--- src/verilog/temp_spi_host_pkg.sv ---
// Overview of operation
// - device shifts out on falling clock, samples on rising; host does the same
// - host opens each transfer by lowering chip select, then sends command byte (in three-wire mode o_cs_n stays low throughout)
// - host sends zero in command bit 7 and bits 2 to 0
// - command bit 6 selects direction: one reads, zero writes
// - write data of 8 or 16 bits follows the command, loaded on rising edges
// - host raises chip select after each write; one register per transfer (in three-wire mode o_cs_n stays low)
// - read: host gives 8 or 16 clocks after command, device drives from first fall
// - host leaves serial clock idling high between transfers
// - thirty-two or more ones on serial input reset the device interface
// - host waits at least 500 us after an interface reset
package temp_spi_host_pkg;
  localparam logic [3:0] CTRL_OFS = 4'h0;
  localparam logic [3:0] TXD_OFS = 4'h4;
  localparam logic [3:0] RXD_OFS = 4'h8;
  localparam logic [3:0] STAT_OFS = 4'hc;

  localparam int CTRL_START_BIT = 0;
  localparam int CTRL_READ_BIT = 1;
  localparam int CTRL_ADDR_LSB = 2;
  localparam int CTRL_WIDE_BIT = 5;
  localparam int CTRL_SIFRST_BIT = 6;
  localparam int CTRL_3W_BIT = 7;
  localparam int CTRL_POL_BIT = 8;

  localparam int STAT_BUSY_BIT = 0;
  localparam int STAT_DONE_BIT = 1;
  localparam int STAT_GUARD_BIT = 2;
  localparam int STAT_ALARM_BIT = 3;
  localparam int STAT_CRIT_BIT = 4;
  localparam int STAT_ALARM_RAW_BIT = 5;
  localparam int STAT_CRIT_RAW_BIT = 6;

  localparam logic [5:0] BITS_NARROW = 6'h10;
  localparam logic [5:0] BITS_WIDE = 6'h18;
  localparam logic [5:0] SIF_RESET_ONES = 6'h20;

  localparam int GUARD_TIME_US = 500;
  localparam int REF_CLK_MHZ = 250;
  localparam int GUARD_CYCLES = GUARD_TIME_US * REF_CLK_MHZ;
  localparam int SCLK_HALF_CYC = 4;

  localparam logic [15:0] TXD_RESET = 16'h0000;

  typedef struct packed {
    logic pol_high;
    logic three_wire;
    logic wide;
    logic [2:0] addr;
    logic read;
  } xfer_cfg_s;

  localparam xfer_cfg_s CFG_RESET = '{pol_high: 1'b0, three_wire: 1'b0, wide: 1'b0, addr: 3'h0, read: 1'b0};

  typedef enum logic [2:0] {
    ST_IDLE = 3'b000,
    ST_LEAD = 3'b001,
    ST_FALL = 3'b010,
    ST_RISE = 3'b011,
    ST_TRAIL = 3'b100,
    ST_GAP = 3'b101,
    ST_GUARD = 3'b110
  } spi_state_e;

  function automatic logic [7:0] make_cmd(input logic read, input logic [2:0] addr);
    make_cmd = {1'b0, read, addr, 3'b000};
  endfunction
endpackage

--- src/verilog/temp_spi_host.sv ---
// Design decisions made here: the register addresses and the Wishbone interface to the registers.
module temp_spi_host
  import temp_spi_host_pkg::*;
#(
  parameter int SCLK_HALF = SCLK_HALF_CYC,
  parameter int GUARD_CYC = GUARD_CYCLES
) (
  input wire logic i_ref_clk,
  input wire logic i_rst_n,
  input wire logic i_wb_cyc,
  input wire logic i_wb_stb,
  input wire logic i_wb_we,
  input wire logic [3:0] i_wb_adr,
  input wire logic [3:0] i_wb_sel,
  input wire logic [31:0] i_wb_dat,
  output logic [31:0] o_wb_dat,
  output logic o_wb_ack,
  output logic o_sclk,
  output logic o_cs_n,
  output logic o_mosi,
  input wire logic i_miso,
  input wire logic i_alarm,
  input wire logic i_critical_alarm_out
);
  localparam int GW = $clog2(GUARD_CYC + 1);
  localparam logic [GW-1:0] GUARD_LOAD = GW'(GUARD_CYC - 1);

  spi_state_e st_q;
  xfer_cfg_s cfg_q;
  logic [15:0] txd_q;
  logic [15:0] rxd_q;
  logic [23:0] tx_sh_q;
  logic [15:0] rx_sh_q;
  logic [5:0] bit_cnt_q;
  logic [5:0] total_q;
  logic sif_q;
  logic rd_q;
  logic wide_q;
  logic cs_q;
  logic sclk_q;
  logic mosi_q;
  logic done_q;
  logic ack_q;
  logic [31:0] rdat_q;
  logic [GW-1:0] guard_cnt_q;
  logic tick;
  logic run;
  logic miso_s;
  logic alarm_s;
  logic crit_s;
  logic wb_hit;
  logic wb_wr;
  logic start_req;
  logic sifrst_req;
  logic done_clr;
  logic frame_end;
  logic [2:0] pins_s;
  logic alarm_act;
  logic crit_act;
  logic [31:0] stat_word;
  logic [31:0] ctrl_word;

  sync2 #(
    .W(3)
  ) u_sync (
    .i_ref_clk(i_ref_clk),
    .i_rst_n(i_rst_n),
    .i_async({i_miso, i_alarm, i_critical_alarm_out}),
    .o_sync(pins_s)
  );

  assign miso_s = pins_s[2];
  assign alarm_s = pins_s[1];
  assign crit_s = pins_s[0];

  // divider runs only from frame start through the gap after it; the guard wait counts raw cycles
  assign run = (st_q != ST_IDLE) && (st_q != ST_GUARD);

  sclk_tick #(
    .HALF(SCLK_HALF)
  ) u_tick (
    .i_ref_clk(i_ref_clk),
    .i_rst_n(i_rst_n),
    .i_run(run),
    .o_tick(tick)
  );

  // wishbone classic slave, one wait state, ack for one cycle
  assign wb_hit = i_wb_cyc && i_wb_stb && !ack_q;
  assign wb_wr = wb_hit && i_wb_we;
  assign start_req = wb_wr && (i_wb_adr == CTRL_OFS) && i_wb_sel[0] && i_wb_dat[CTRL_START_BIT] && (st_q == ST_IDLE);
  assign sifrst_req = wb_wr && (i_wb_adr == CTRL_OFS) && i_wb_sel[0] && i_wb_dat[CTRL_SIFRST_BIT]
    && (st_q == ST_IDLE);
  assign done_clr = wb_wr && (i_wb_adr == STAT_OFS) && i_wb_sel[0] && i_wb_dat[STAT_DONE_BIT];
  assign frame_end = (st_q == ST_TRAIL) && tick;

  // pins are open-drain levels; polarity says which level means active
  assign alarm_act = cfg_q.pol_high ? alarm_s : !alarm_s;
  assign crit_act = cfg_q.pol_high ? crit_s : !crit_s;

  always_comb begin
    stat_word = 32'h0000_0000;
    stat_word[STAT_BUSY_BIT] = (st_q != ST_IDLE);
    stat_word[STAT_DONE_BIT] = done_q;
    stat_word[STAT_GUARD_BIT] = (st_q == ST_GUARD);
    stat_word[STAT_ALARM_BIT] = alarm_act;
    stat_word[STAT_CRIT_BIT] = crit_act;
    stat_word[STAT_ALARM_RAW_BIT] = alarm_s;
    stat_word[STAT_CRIT_RAW_BIT] = crit_s;
  end

  always_comb begin
    ctrl_word = 32'h0000_0000;
    ctrl_word[CTRL_READ_BIT] = cfg_q.read;
    ctrl_word[CTRL_ADDR_LSB +: 3] = cfg_q.addr;
    ctrl_word[CTRL_WIDE_BIT] = cfg_q.wide;
    ctrl_word[CTRL_3W_BIT] = cfg_q.three_wire;
    ctrl_word[CTRL_POL_BIT] = cfg_q.pol_high;
  end

  always_ff @(posedge i_ref_clk) begin
    if (!i_rst_n) begin
      ack_q <= 1'b0;
    end else begin
      ack_q <= wb_hit;
    end
  end

  // unmapped offsets read as zero and are still acknowledged
  always_ff @(posedge i_ref_clk) begin
    if (!i_rst_n) begin
      rdat_q <= 32'h0000_0000;
    end else if (wb_hit && !i_wb_we) begin
      if (i_wb_adr == CTRL_OFS) begin
        rdat_q <= ctrl_word;
      end else if (i_wb_adr == TXD_OFS) begin
        rdat_q <= {16'h0000, txd_q};
      end else if (i_wb_adr == RXD_OFS) begin
        rdat_q <= {16'h0000, rxd_q};
      end else if (i_wb_adr == STAT_OFS) begin
        rdat_q <= stat_word;
      end else begin
        rdat_q <= 32'h0000_0000;
      end
    end
  end

  // configuration may change mid-frame; read, addr and wide are copied at start, but three_wire acts on o_cs_n at once
  always_ff @(posedge i_ref_clk) begin
    if (!i_rst_n) begin
      cfg_q <= CFG_RESET;
    end else if (wb_wr && (i_wb_adr == CTRL_OFS)) begin
      if (i_wb_sel[0]) begin
        cfg_q.read <= i_wb_dat[CTRL_READ_BIT];
        cfg_q.addr <= i_wb_dat[CTRL_ADDR_LSB +: 3];
        cfg_q.wide <= i_wb_dat[CTRL_WIDE_BIT];
        cfg_q.three_wire <= i_wb_dat[CTRL_3W_BIT];
      end
      if (i_wb_sel[1]) begin
        cfg_q.pol_high <= i_wb_dat[CTRL_POL_BIT];
      end
    end
  end

  always_ff @(posedge i_ref_clk) begin
    if (!i_rst_n) begin
      txd_q <= TXD_RESET;
    end else if (wb_wr && (i_wb_adr == TXD_OFS)) begin
      if (i_wb_sel[0]) begin
        txd_q[7:0] <= i_wb_dat[7:0];
      end
      if (i_wb_sel[1]) begin
        txd_q[15:8] <= i_wb_dat[15:8];
      end
    end
  end

  // set wins over a clear in the same cycle
  always_ff @(posedge i_ref_clk) begin
    if (!i_rst_n) begin
      done_q <= 1'b0;
    end else if (frame_end) begin
      done_q <= 1'b1;
    end else if (done_clr) begin
      done_q <= 1'b0;
    end
  end

  // frame sequencer
  always_ff @(posedge i_ref_clk) begin
    if (!i_rst_n) begin
      st_q <= ST_IDLE;
    end else begin
      case (st_q)
        ST_IDLE: begin
          if (start_req || sifrst_req) begin
            st_q <= ST_LEAD;
          end
        end
        ST_LEAD: begin
          if (tick) begin
            st_q <= ST_RISE;
          end
        end
        ST_FALL: begin
          if (tick) begin
            st_q <= ST_RISE;
          end
        end
        ST_RISE: begin
          if (tick) begin
            st_q <= (bit_cnt_q + 6'h01 == total_q) ? ST_TRAIL : ST_FALL;
          end
        end
        ST_TRAIL: begin
          if (tick) begin
            st_q <= ST_GAP;
          end
        end
        ST_GAP: begin
          if (tick) begin
            st_q <= sif_q ? ST_GUARD : ST_IDLE;
          end
        end
        ST_GUARD: begin
          if (guard_cnt_q == '0) begin
            st_q <= ST_IDLE;
          end
        end
        default: begin
          st_q <= ST_IDLE;
        end
      endcase
    end
  end

  // frame kind captured at start
  always_ff @(posedge i_ref_clk) begin
    if (!i_rst_n) begin
      sif_q <= 1'b0;
      rd_q <= 1'b0;
      wide_q <= 1'b0;
      total_q <= BITS_NARROW;
    end else if (st_q == ST_IDLE && sifrst_req) begin
      sif_q <= 1'b1;
      rd_q <= 1'b0;
      wide_q <= 1'b0;
      total_q <= SIF_RESET_ONES;
    end else if (st_q == ST_IDLE && start_req) begin
      sif_q <= 1'b0;
      rd_q <= i_wb_dat[CTRL_READ_BIT];
      wide_q <= i_wb_dat[CTRL_WIDE_BIT];
      total_q <= i_wb_dat[CTRL_WIDE_BIT] ? BITS_WIDE : BITS_NARROW;
    end
  end

  // command byte then data, both msb first; read frames send zeros after the command
  always_ff @(posedge i_ref_clk) begin
    if (!i_rst_n) begin
      tx_sh_q <= 24'h00_0000;
    end else if (st_q == ST_IDLE && sifrst_req) begin
      tx_sh_q <= 24'hff_ffff;
    end else if (st_q == ST_IDLE && start_req) begin
      if (i_wb_dat[CTRL_READ_BIT]) begin
        tx_sh_q <= {make_cmd(1'b1, i_wb_dat[CTRL_ADDR_LSB +: 3]), 16'h0000};
      end else if (i_wb_dat[CTRL_WIDE_BIT]) begin
        tx_sh_q <= {make_cmd(1'b0, i_wb_dat[CTRL_ADDR_LSB +: 3]), txd_q};
      end else begin
        tx_sh_q <= {make_cmd(1'b0, i_wb_dat[CTRL_ADDR_LSB +: 3]), txd_q[7:0], 8'h00};
      end
    end else if (st_q == ST_RISE && tick) begin
      tx_sh_q <= {tx_sh_q[22:0], 1'b0};
    end
  end

  always_ff @(posedge i_ref_clk) begin
    if (!i_rst_n) begin
      bit_cnt_q <= 6'h00;
    end else if (st_q == ST_IDLE) begin
      bit_cnt_q <= 6'h00;
    end else if (st_q == ST_RISE && tick) begin
      bit_cnt_q <= bit_cnt_q + 6'h01;
    end
  end

  // chip select: a reset run is framed too so a frame-synced device sees it
  always_ff @(posedge i_ref_clk) begin
    if (!i_rst_n) begin
      cs_q <= 1'b1;
    end else if (st_q == ST_IDLE && (start_req || sifrst_req)) begin
      cs_q <= 1'b0;
    end else if (frame_end) begin
      cs_q <= 1'b1;
    end
  end

  // in three-wire use the pin stays low and framing rests on counting
  assign o_cs_n = cfg_q.three_wire ? 1'b0 : cs_q;

  // clock idles high; host drives on the fall, samples on the rise
  always_ff @(posedge i_ref_clk) begin
    if (!i_rst_n) begin
      sclk_q <= 1'b1;
    end else if ((st_q == ST_LEAD || st_q == ST_FALL) && tick) begin
      sclk_q <= 1'b0;
    end else if (st_q == ST_RISE && tick) begin
      sclk_q <= 1'b1;
    end
  end

  always_ff @(posedge i_ref_clk) begin
    if (!i_rst_n) begin
      mosi_q <= 1'b0;
    end else if ((st_q == ST_LEAD || st_q == ST_FALL) && tick) begin
      mosi_q <= sif_q ? 1'b1 : tx_sh_q[23];
    end
  end

  // miso changed half a period earlier, so the two-flop delay is harmless
  always_ff @(posedge i_ref_clk) begin
    if (!i_rst_n) begin
      rx_sh_q <= 16'h0000;
    end else if (st_q == ST_RISE && tick) begin
      rx_sh_q <= {rx_sh_q[14:0], miso_s};
    end
  end

  // a narrow read keeps the last eight bits in the low byte
  always_ff @(posedge i_ref_clk) begin
    if (!i_rst_n) begin
      rxd_q <= 16'h0000;
    end else if (frame_end && rd_q && !sif_q) begin
      rxd_q <= wide_q ? rx_sh_q : {8'h00, rx_sh_q[7:0]};
    end
  end

  always_ff @(posedge i_ref_clk) begin
    if (!i_rst_n) begin
      guard_cnt_q <= '0;
    end else if (st_q == ST_GAP && tick) begin
      guard_cnt_q <= GUARD_LOAD;
    end else if (st_q == ST_GUARD && guard_cnt_q != '0) begin
      guard_cnt_q <= guard_cnt_q - 1'b1;
    end
  end

  assign o_sclk = sclk_q;
  assign o_mosi = mosi_q;
  assign o_wb_ack = ack_q;
  assign o_wb_dat = rdat_q;
endmodule

--- src/verilog/sync2.sv ---
module sync2
  import temp_spi_host_pkg::*;
#(
  parameter int W = 1
) (
  input wire logic i_ref_clk,
  input wire logic i_rst_n,
  input wire logic [W-1:0] i_async,
  output logic [W-1:0] o_sync
);
  logic [W-1:0] meta_q;
  logic [W-1:0] sync_q;

  // first stage feeds only the second
  always_ff @(posedge i_ref_clk) begin
    if (!i_rst_n) begin
      meta_q <= '0;
      sync_q <= '0;
    end else begin
      meta_q <= i_async;
      sync_q <= meta_q;
    end
  end

  assign o_sync = sync_q;
endmodule

--- src/verilog/sclk_tick.sv ---
module sclk_tick
  import temp_spi_host_pkg::*;
#(
  parameter int HALF = SCLK_HALF_CYC
) (
  input wire logic i_ref_clk,
  input wire logic i_rst_n,
  input wire logic i_run,
  output logic o_tick
);
  localparam int CW = (HALF > 1) ? $clog2(HALF) : 1;
  localparam logic [CW-1:0] LAST = CW'(HALF - 1);
  logic [CW-1:0] cnt_q;

  // restarts on every frame so the first half period is full length
  always_ff @(posedge i_ref_clk) begin
    if (!i_rst_n || !i_run) begin
      cnt_q <= '0;
    end else if (cnt_q == LAST) begin
      cnt_q <= '0;
    end else begin
      cnt_q <= cnt_q + 1'b1;
    end
  end

  assign o_tick = i_run && (cnt_q == LAST);
endmodule

--- config.mk ---
export PLATFORM = sky130hd
export DESIGN_NAME = temp_spi_host
export DESIGN_NICKNAME = d
export VERILOG_FILES = /design/src/verilog/temp_spi_host_pkg.sv /design/src/verilog/temp_spi_host.sv /design/src/verilog/sync2.sv /design/src/verilog/sclk_tick.sv
export SDC_FILE = /design/constraint.sdc
export NUM_CORES = 1
export LEC_CHECK = 0
export ABC_AREA = 1
export BUFFER_PORTS_ARGS = -buffer_cell sky130_fd_sc_hd__buf_2
export CAP_MARGIN = 5
export CORE_ASPECT_RATIO = 1.1
export CORE_MARGIN = 8
export CORE_UTILIZATION = 55
export CTS_BUF_LIST = sky130_fd_sc_hd__clkbuf_2
export CTS_CLUSTER_DIAMETER = 120
export DETAILED_ROUTE_END_ITERATION = 10
export GPL_TIMING_DRIVEN = 0
export PLACE_DENSITY = 0.74
export SYNTH_ARGS = -nofsm -noshare
export SYNTH_HDL_FRONTEND = slang
export SYNTH_SLANG_ARGS = --single-unit
--- constraint.sdc ---
create_clock -name i_ref_clk -period 2.3 [get_ports i_ref_clk]
set_clock_uncertainty 0.1 [all_clocks]
set_input_delay 0.23 -clock i_ref_clk [delete_from_list [all_inputs] [get_ports i_ref_clk]]
set_output_delay 0.23 -clock i_ref_clk [all_outputs]
set_load 0.01 [all_outputs]
==> results.yml <==
final_layout:
  layout_common_cells: "nand2_1 (202), dfxtp_1 (138), nor2_1 (104)"
  final_common_cell: "nand2_1"
  fin_nets: 1063
  drive_above_1_share: 0.147
  area_growth_pct: 19.3
  antennaDiodeCount: 0
logic_synthesis:
  synth_top_area_frac: 0.433
  synth_cells: 880
  synth_top_area_cell: "dfxtp_1"
  syn_area_um2: 6380
  ys_types: 45
  seq_area_frac_synth: 0.433
  synth.area.top_cells: "dfxtp_1 (43%), nand2_1 (12%), a21oi_1 (6.9%)"
  syn_area_per_cell_um2: 7.25
  synth_warnings: 0
  synth_seq_cells: 138
  synth-main-ff-cell: "dfxtp_1"
  async_flop_share: 0
  synth_edf_count: 0
drt:
  routed_wl_mm: 17.2
  drt_iter0_drc: 557
  ant_nets: 0
  post_drt_wl_per_cell_um: 14.6
  vias_per_cell: 5.29
  firstDrtPassIters: 7
  drc: 0
  via_count: 6210
setup_path:
  cp-endpoint: "o_wb_ack"
  crit_arrival_ns: 2.75
  critPathRequiredTime_ns: 2.84
  path_class: "in2reg"
  worst_setup_path_start_kind: "input port"
  r2r_start: "o_wb_ack"
  crit_path_start: "i_rst_n"
  reg2reg_to: "o_wb_dat[5]"
  ff2ff_setup_slack_ns: 0.21
  r2r_cells: 8
  crit_fanout: 10
  end_kind: "register"
job:
  maxCapViolCount: 0
sta:
  fin_crit_ns: 2.22
  hold_viol_final: 0
  setup_viol_count_final: 0
  fmax_mhz: 451
  slew_headroom: 0.528
  maxSlewViolCount: 0
  tightest_slew_ns: 0.707
  rsz0062_at_grt: "false"
  post-route-period-util: 0.965
  tns_ns: 0
place:
  dp_hpwl_mm: 12.2
  numPortBuffers: 48
  routabilityCongestion: 0.915
cts:
  clock_latency_ns: 0.72
  clockBufferDepth: 2
  cts_made_buffers: 17
  cts_sinks: 138
  cts_tree: "built"
  clockRootBuffer: "clkbuf_2"
  htree_levels: 4
  clk_pin_slew_worst_paths_ns: 0.21
floorplan:
  rows: 41
  initial_core_util: 0.560
  io_pins: 84
  die_h_um: 129
  die_x_um: 119
  core-area_um2: 11400
  fp.dieArea_um2: 15300
power:
  p_per_area_nw_per_um2: 556
  p_total_w: 0.00423
  p_leak_nw: 3.13
  ir_drop_uv: 418
global_route:
  overflow: 0
  grt.total_usage: 0.228
  grt_start_max_net_pins: 17
  antenna_found_initial: 0
  grt_pass1_vias: 5801
  grt_first_pass_wirelength_mm: 28.2
run_status:
  status: "finished clean"
worst_hold_path:
  hp-class: "in2reg"
report_power, final:
| part | total [W] | internal [W] | switching [W] |
|---|---|---|---|
| registers | 0.00243 | 0.00241 | 0.0000146 |
| logic | 0.000362 | 0.000143 | 0.000219 |
| clock network | 0.00144 | 0.000491 | 0.000949 |
| total | 0.00423 | 0.00305 | 0.00118 |
logic make-up (layout without fill, tap and decap cells):
logic type / count (synthesis) / after routing / synth area share
xor gates and xnor gates: 7 / 7 / 0.00961
other: 1 / 16 / 0.000588
buffers and inverters: 133 / 263 / 0.0914
and+or+nand+nor: 400 / 400 / 0.287
AOI/OAI and AO/OA: 198 / 198 / 0.172
DFF: 138 / 138 / 0.433
adders and majority gates: 3 / 3 / 0.00588
registers in the layout, indices dropped and copies added (netlist names), 6 cells and up:
name         count
tx_sh_q         24
guard_cnt_q     17
o_wb_dat        16
rx_sh_q         16
rxd_q           16
txd_q           16
cfg_q            7
bit_cnt_q        6
synth_stat cells (3+ instances only):
library cell  number
nand3b_1           3
o21ai_0           53
nand3_1           29
ha_1               3
buf_4             18
a211oi_1           8
buf_1              3
xor2_1             6
a22oi_1            5
buf_2             12
o221ai_1           4
nor3_2            10
dfxtp_1          138
nand2_2            4
o211ai_1           6
a31oi_1            7
a21oi_1           88
nand2_4            3
nor2_4             4
clkbuf_1          20
nor2_2             3
nor3_1            21
nor4_1             3
inv_2              7
nand2_1          202
o31ai_1            3
nor2_1           105
o21ai_1            9
o22ai_1           10
inv_1             70
nand4_1            3
layer usage:
metal  part of all wire  vias up  track usage
li1                   -     3141            -
met1               0.43     2809        0.270
met2               0.47      212        0.386
met3              0.066       48       0.0491
met4              0.032        0        0.112
met5                  0        -            0
worst max-delay path, cell delays in order:
cell and delay, ns:
dlygate4sd3_1 0.54, buf_2 0.15, inv_1 0.08, clkbuf_1 0.43, buf_1 0.59, nor2_1 0.13
dlygate4sd3_1 0.60
through the flow:
stage | instance area (µm²) | util | hold slack [ns] | instances | setup WS [ns]
2_1_floorplan | 6440 | - | 0.228 | 895 | 0.592
3_3_place_gp | 6870 | 0.603 | 0.295 | 1093 | 0.296
3_5_place_dp | 6870 | 0.603 | 0.303 | 1093 | 0.321
4_1_cts | 7580 | 0.666 | 0.0187 | 1173 | 0.00907
5_1_grt | 7610 | 0.668 | 0.0482 | 1175 | 0.0672
6_report | 7610 | 0.668 | 0.0298 | 1175 | 0.0813
layout make-up:
class	instances	area (µm²)
fill	995	3780
tap	150	188
sequential	138	2760
buffer	54	287
clock inverter	15	153
timing repair buffer	98	738
multi-input combinational	624	3100
clock buffer	17	85.1
inverter	79	297
what timing repair did:
action / 4_1_cts / 5_1_grt
setup endpoints to repair: 0 / 10
hold buffers: 48 / 2
setup buffers: 0 / 1
resized for setup: 0 / 3
endpoints found under the hold margin: 78 / 2
worst min-delay path by stage:
stage / startpoint / end / slack, ns / cells after the start
after floorplan: i_critical_alarm_out / u_sync.meta_q[0] / 0.23 / 2
after global placement: u_sync.meta_q[2] / u_sync.o_sync[2] / 0.29 / 2
after detailed placement: u_sync.meta_q[1] / u_sync.o_sync[1] / 0.30 / 2
after CTS: i_wb_adr[1] / txd_q[7] / 0.02 / 8
after global routing: i_wb_adr[1] / cfg_q[4] / 0.05 / 8
final: i_wb_adr[1] / cfg_q[0] / 0.03 / 8
(Power assumes the default switching activity.)
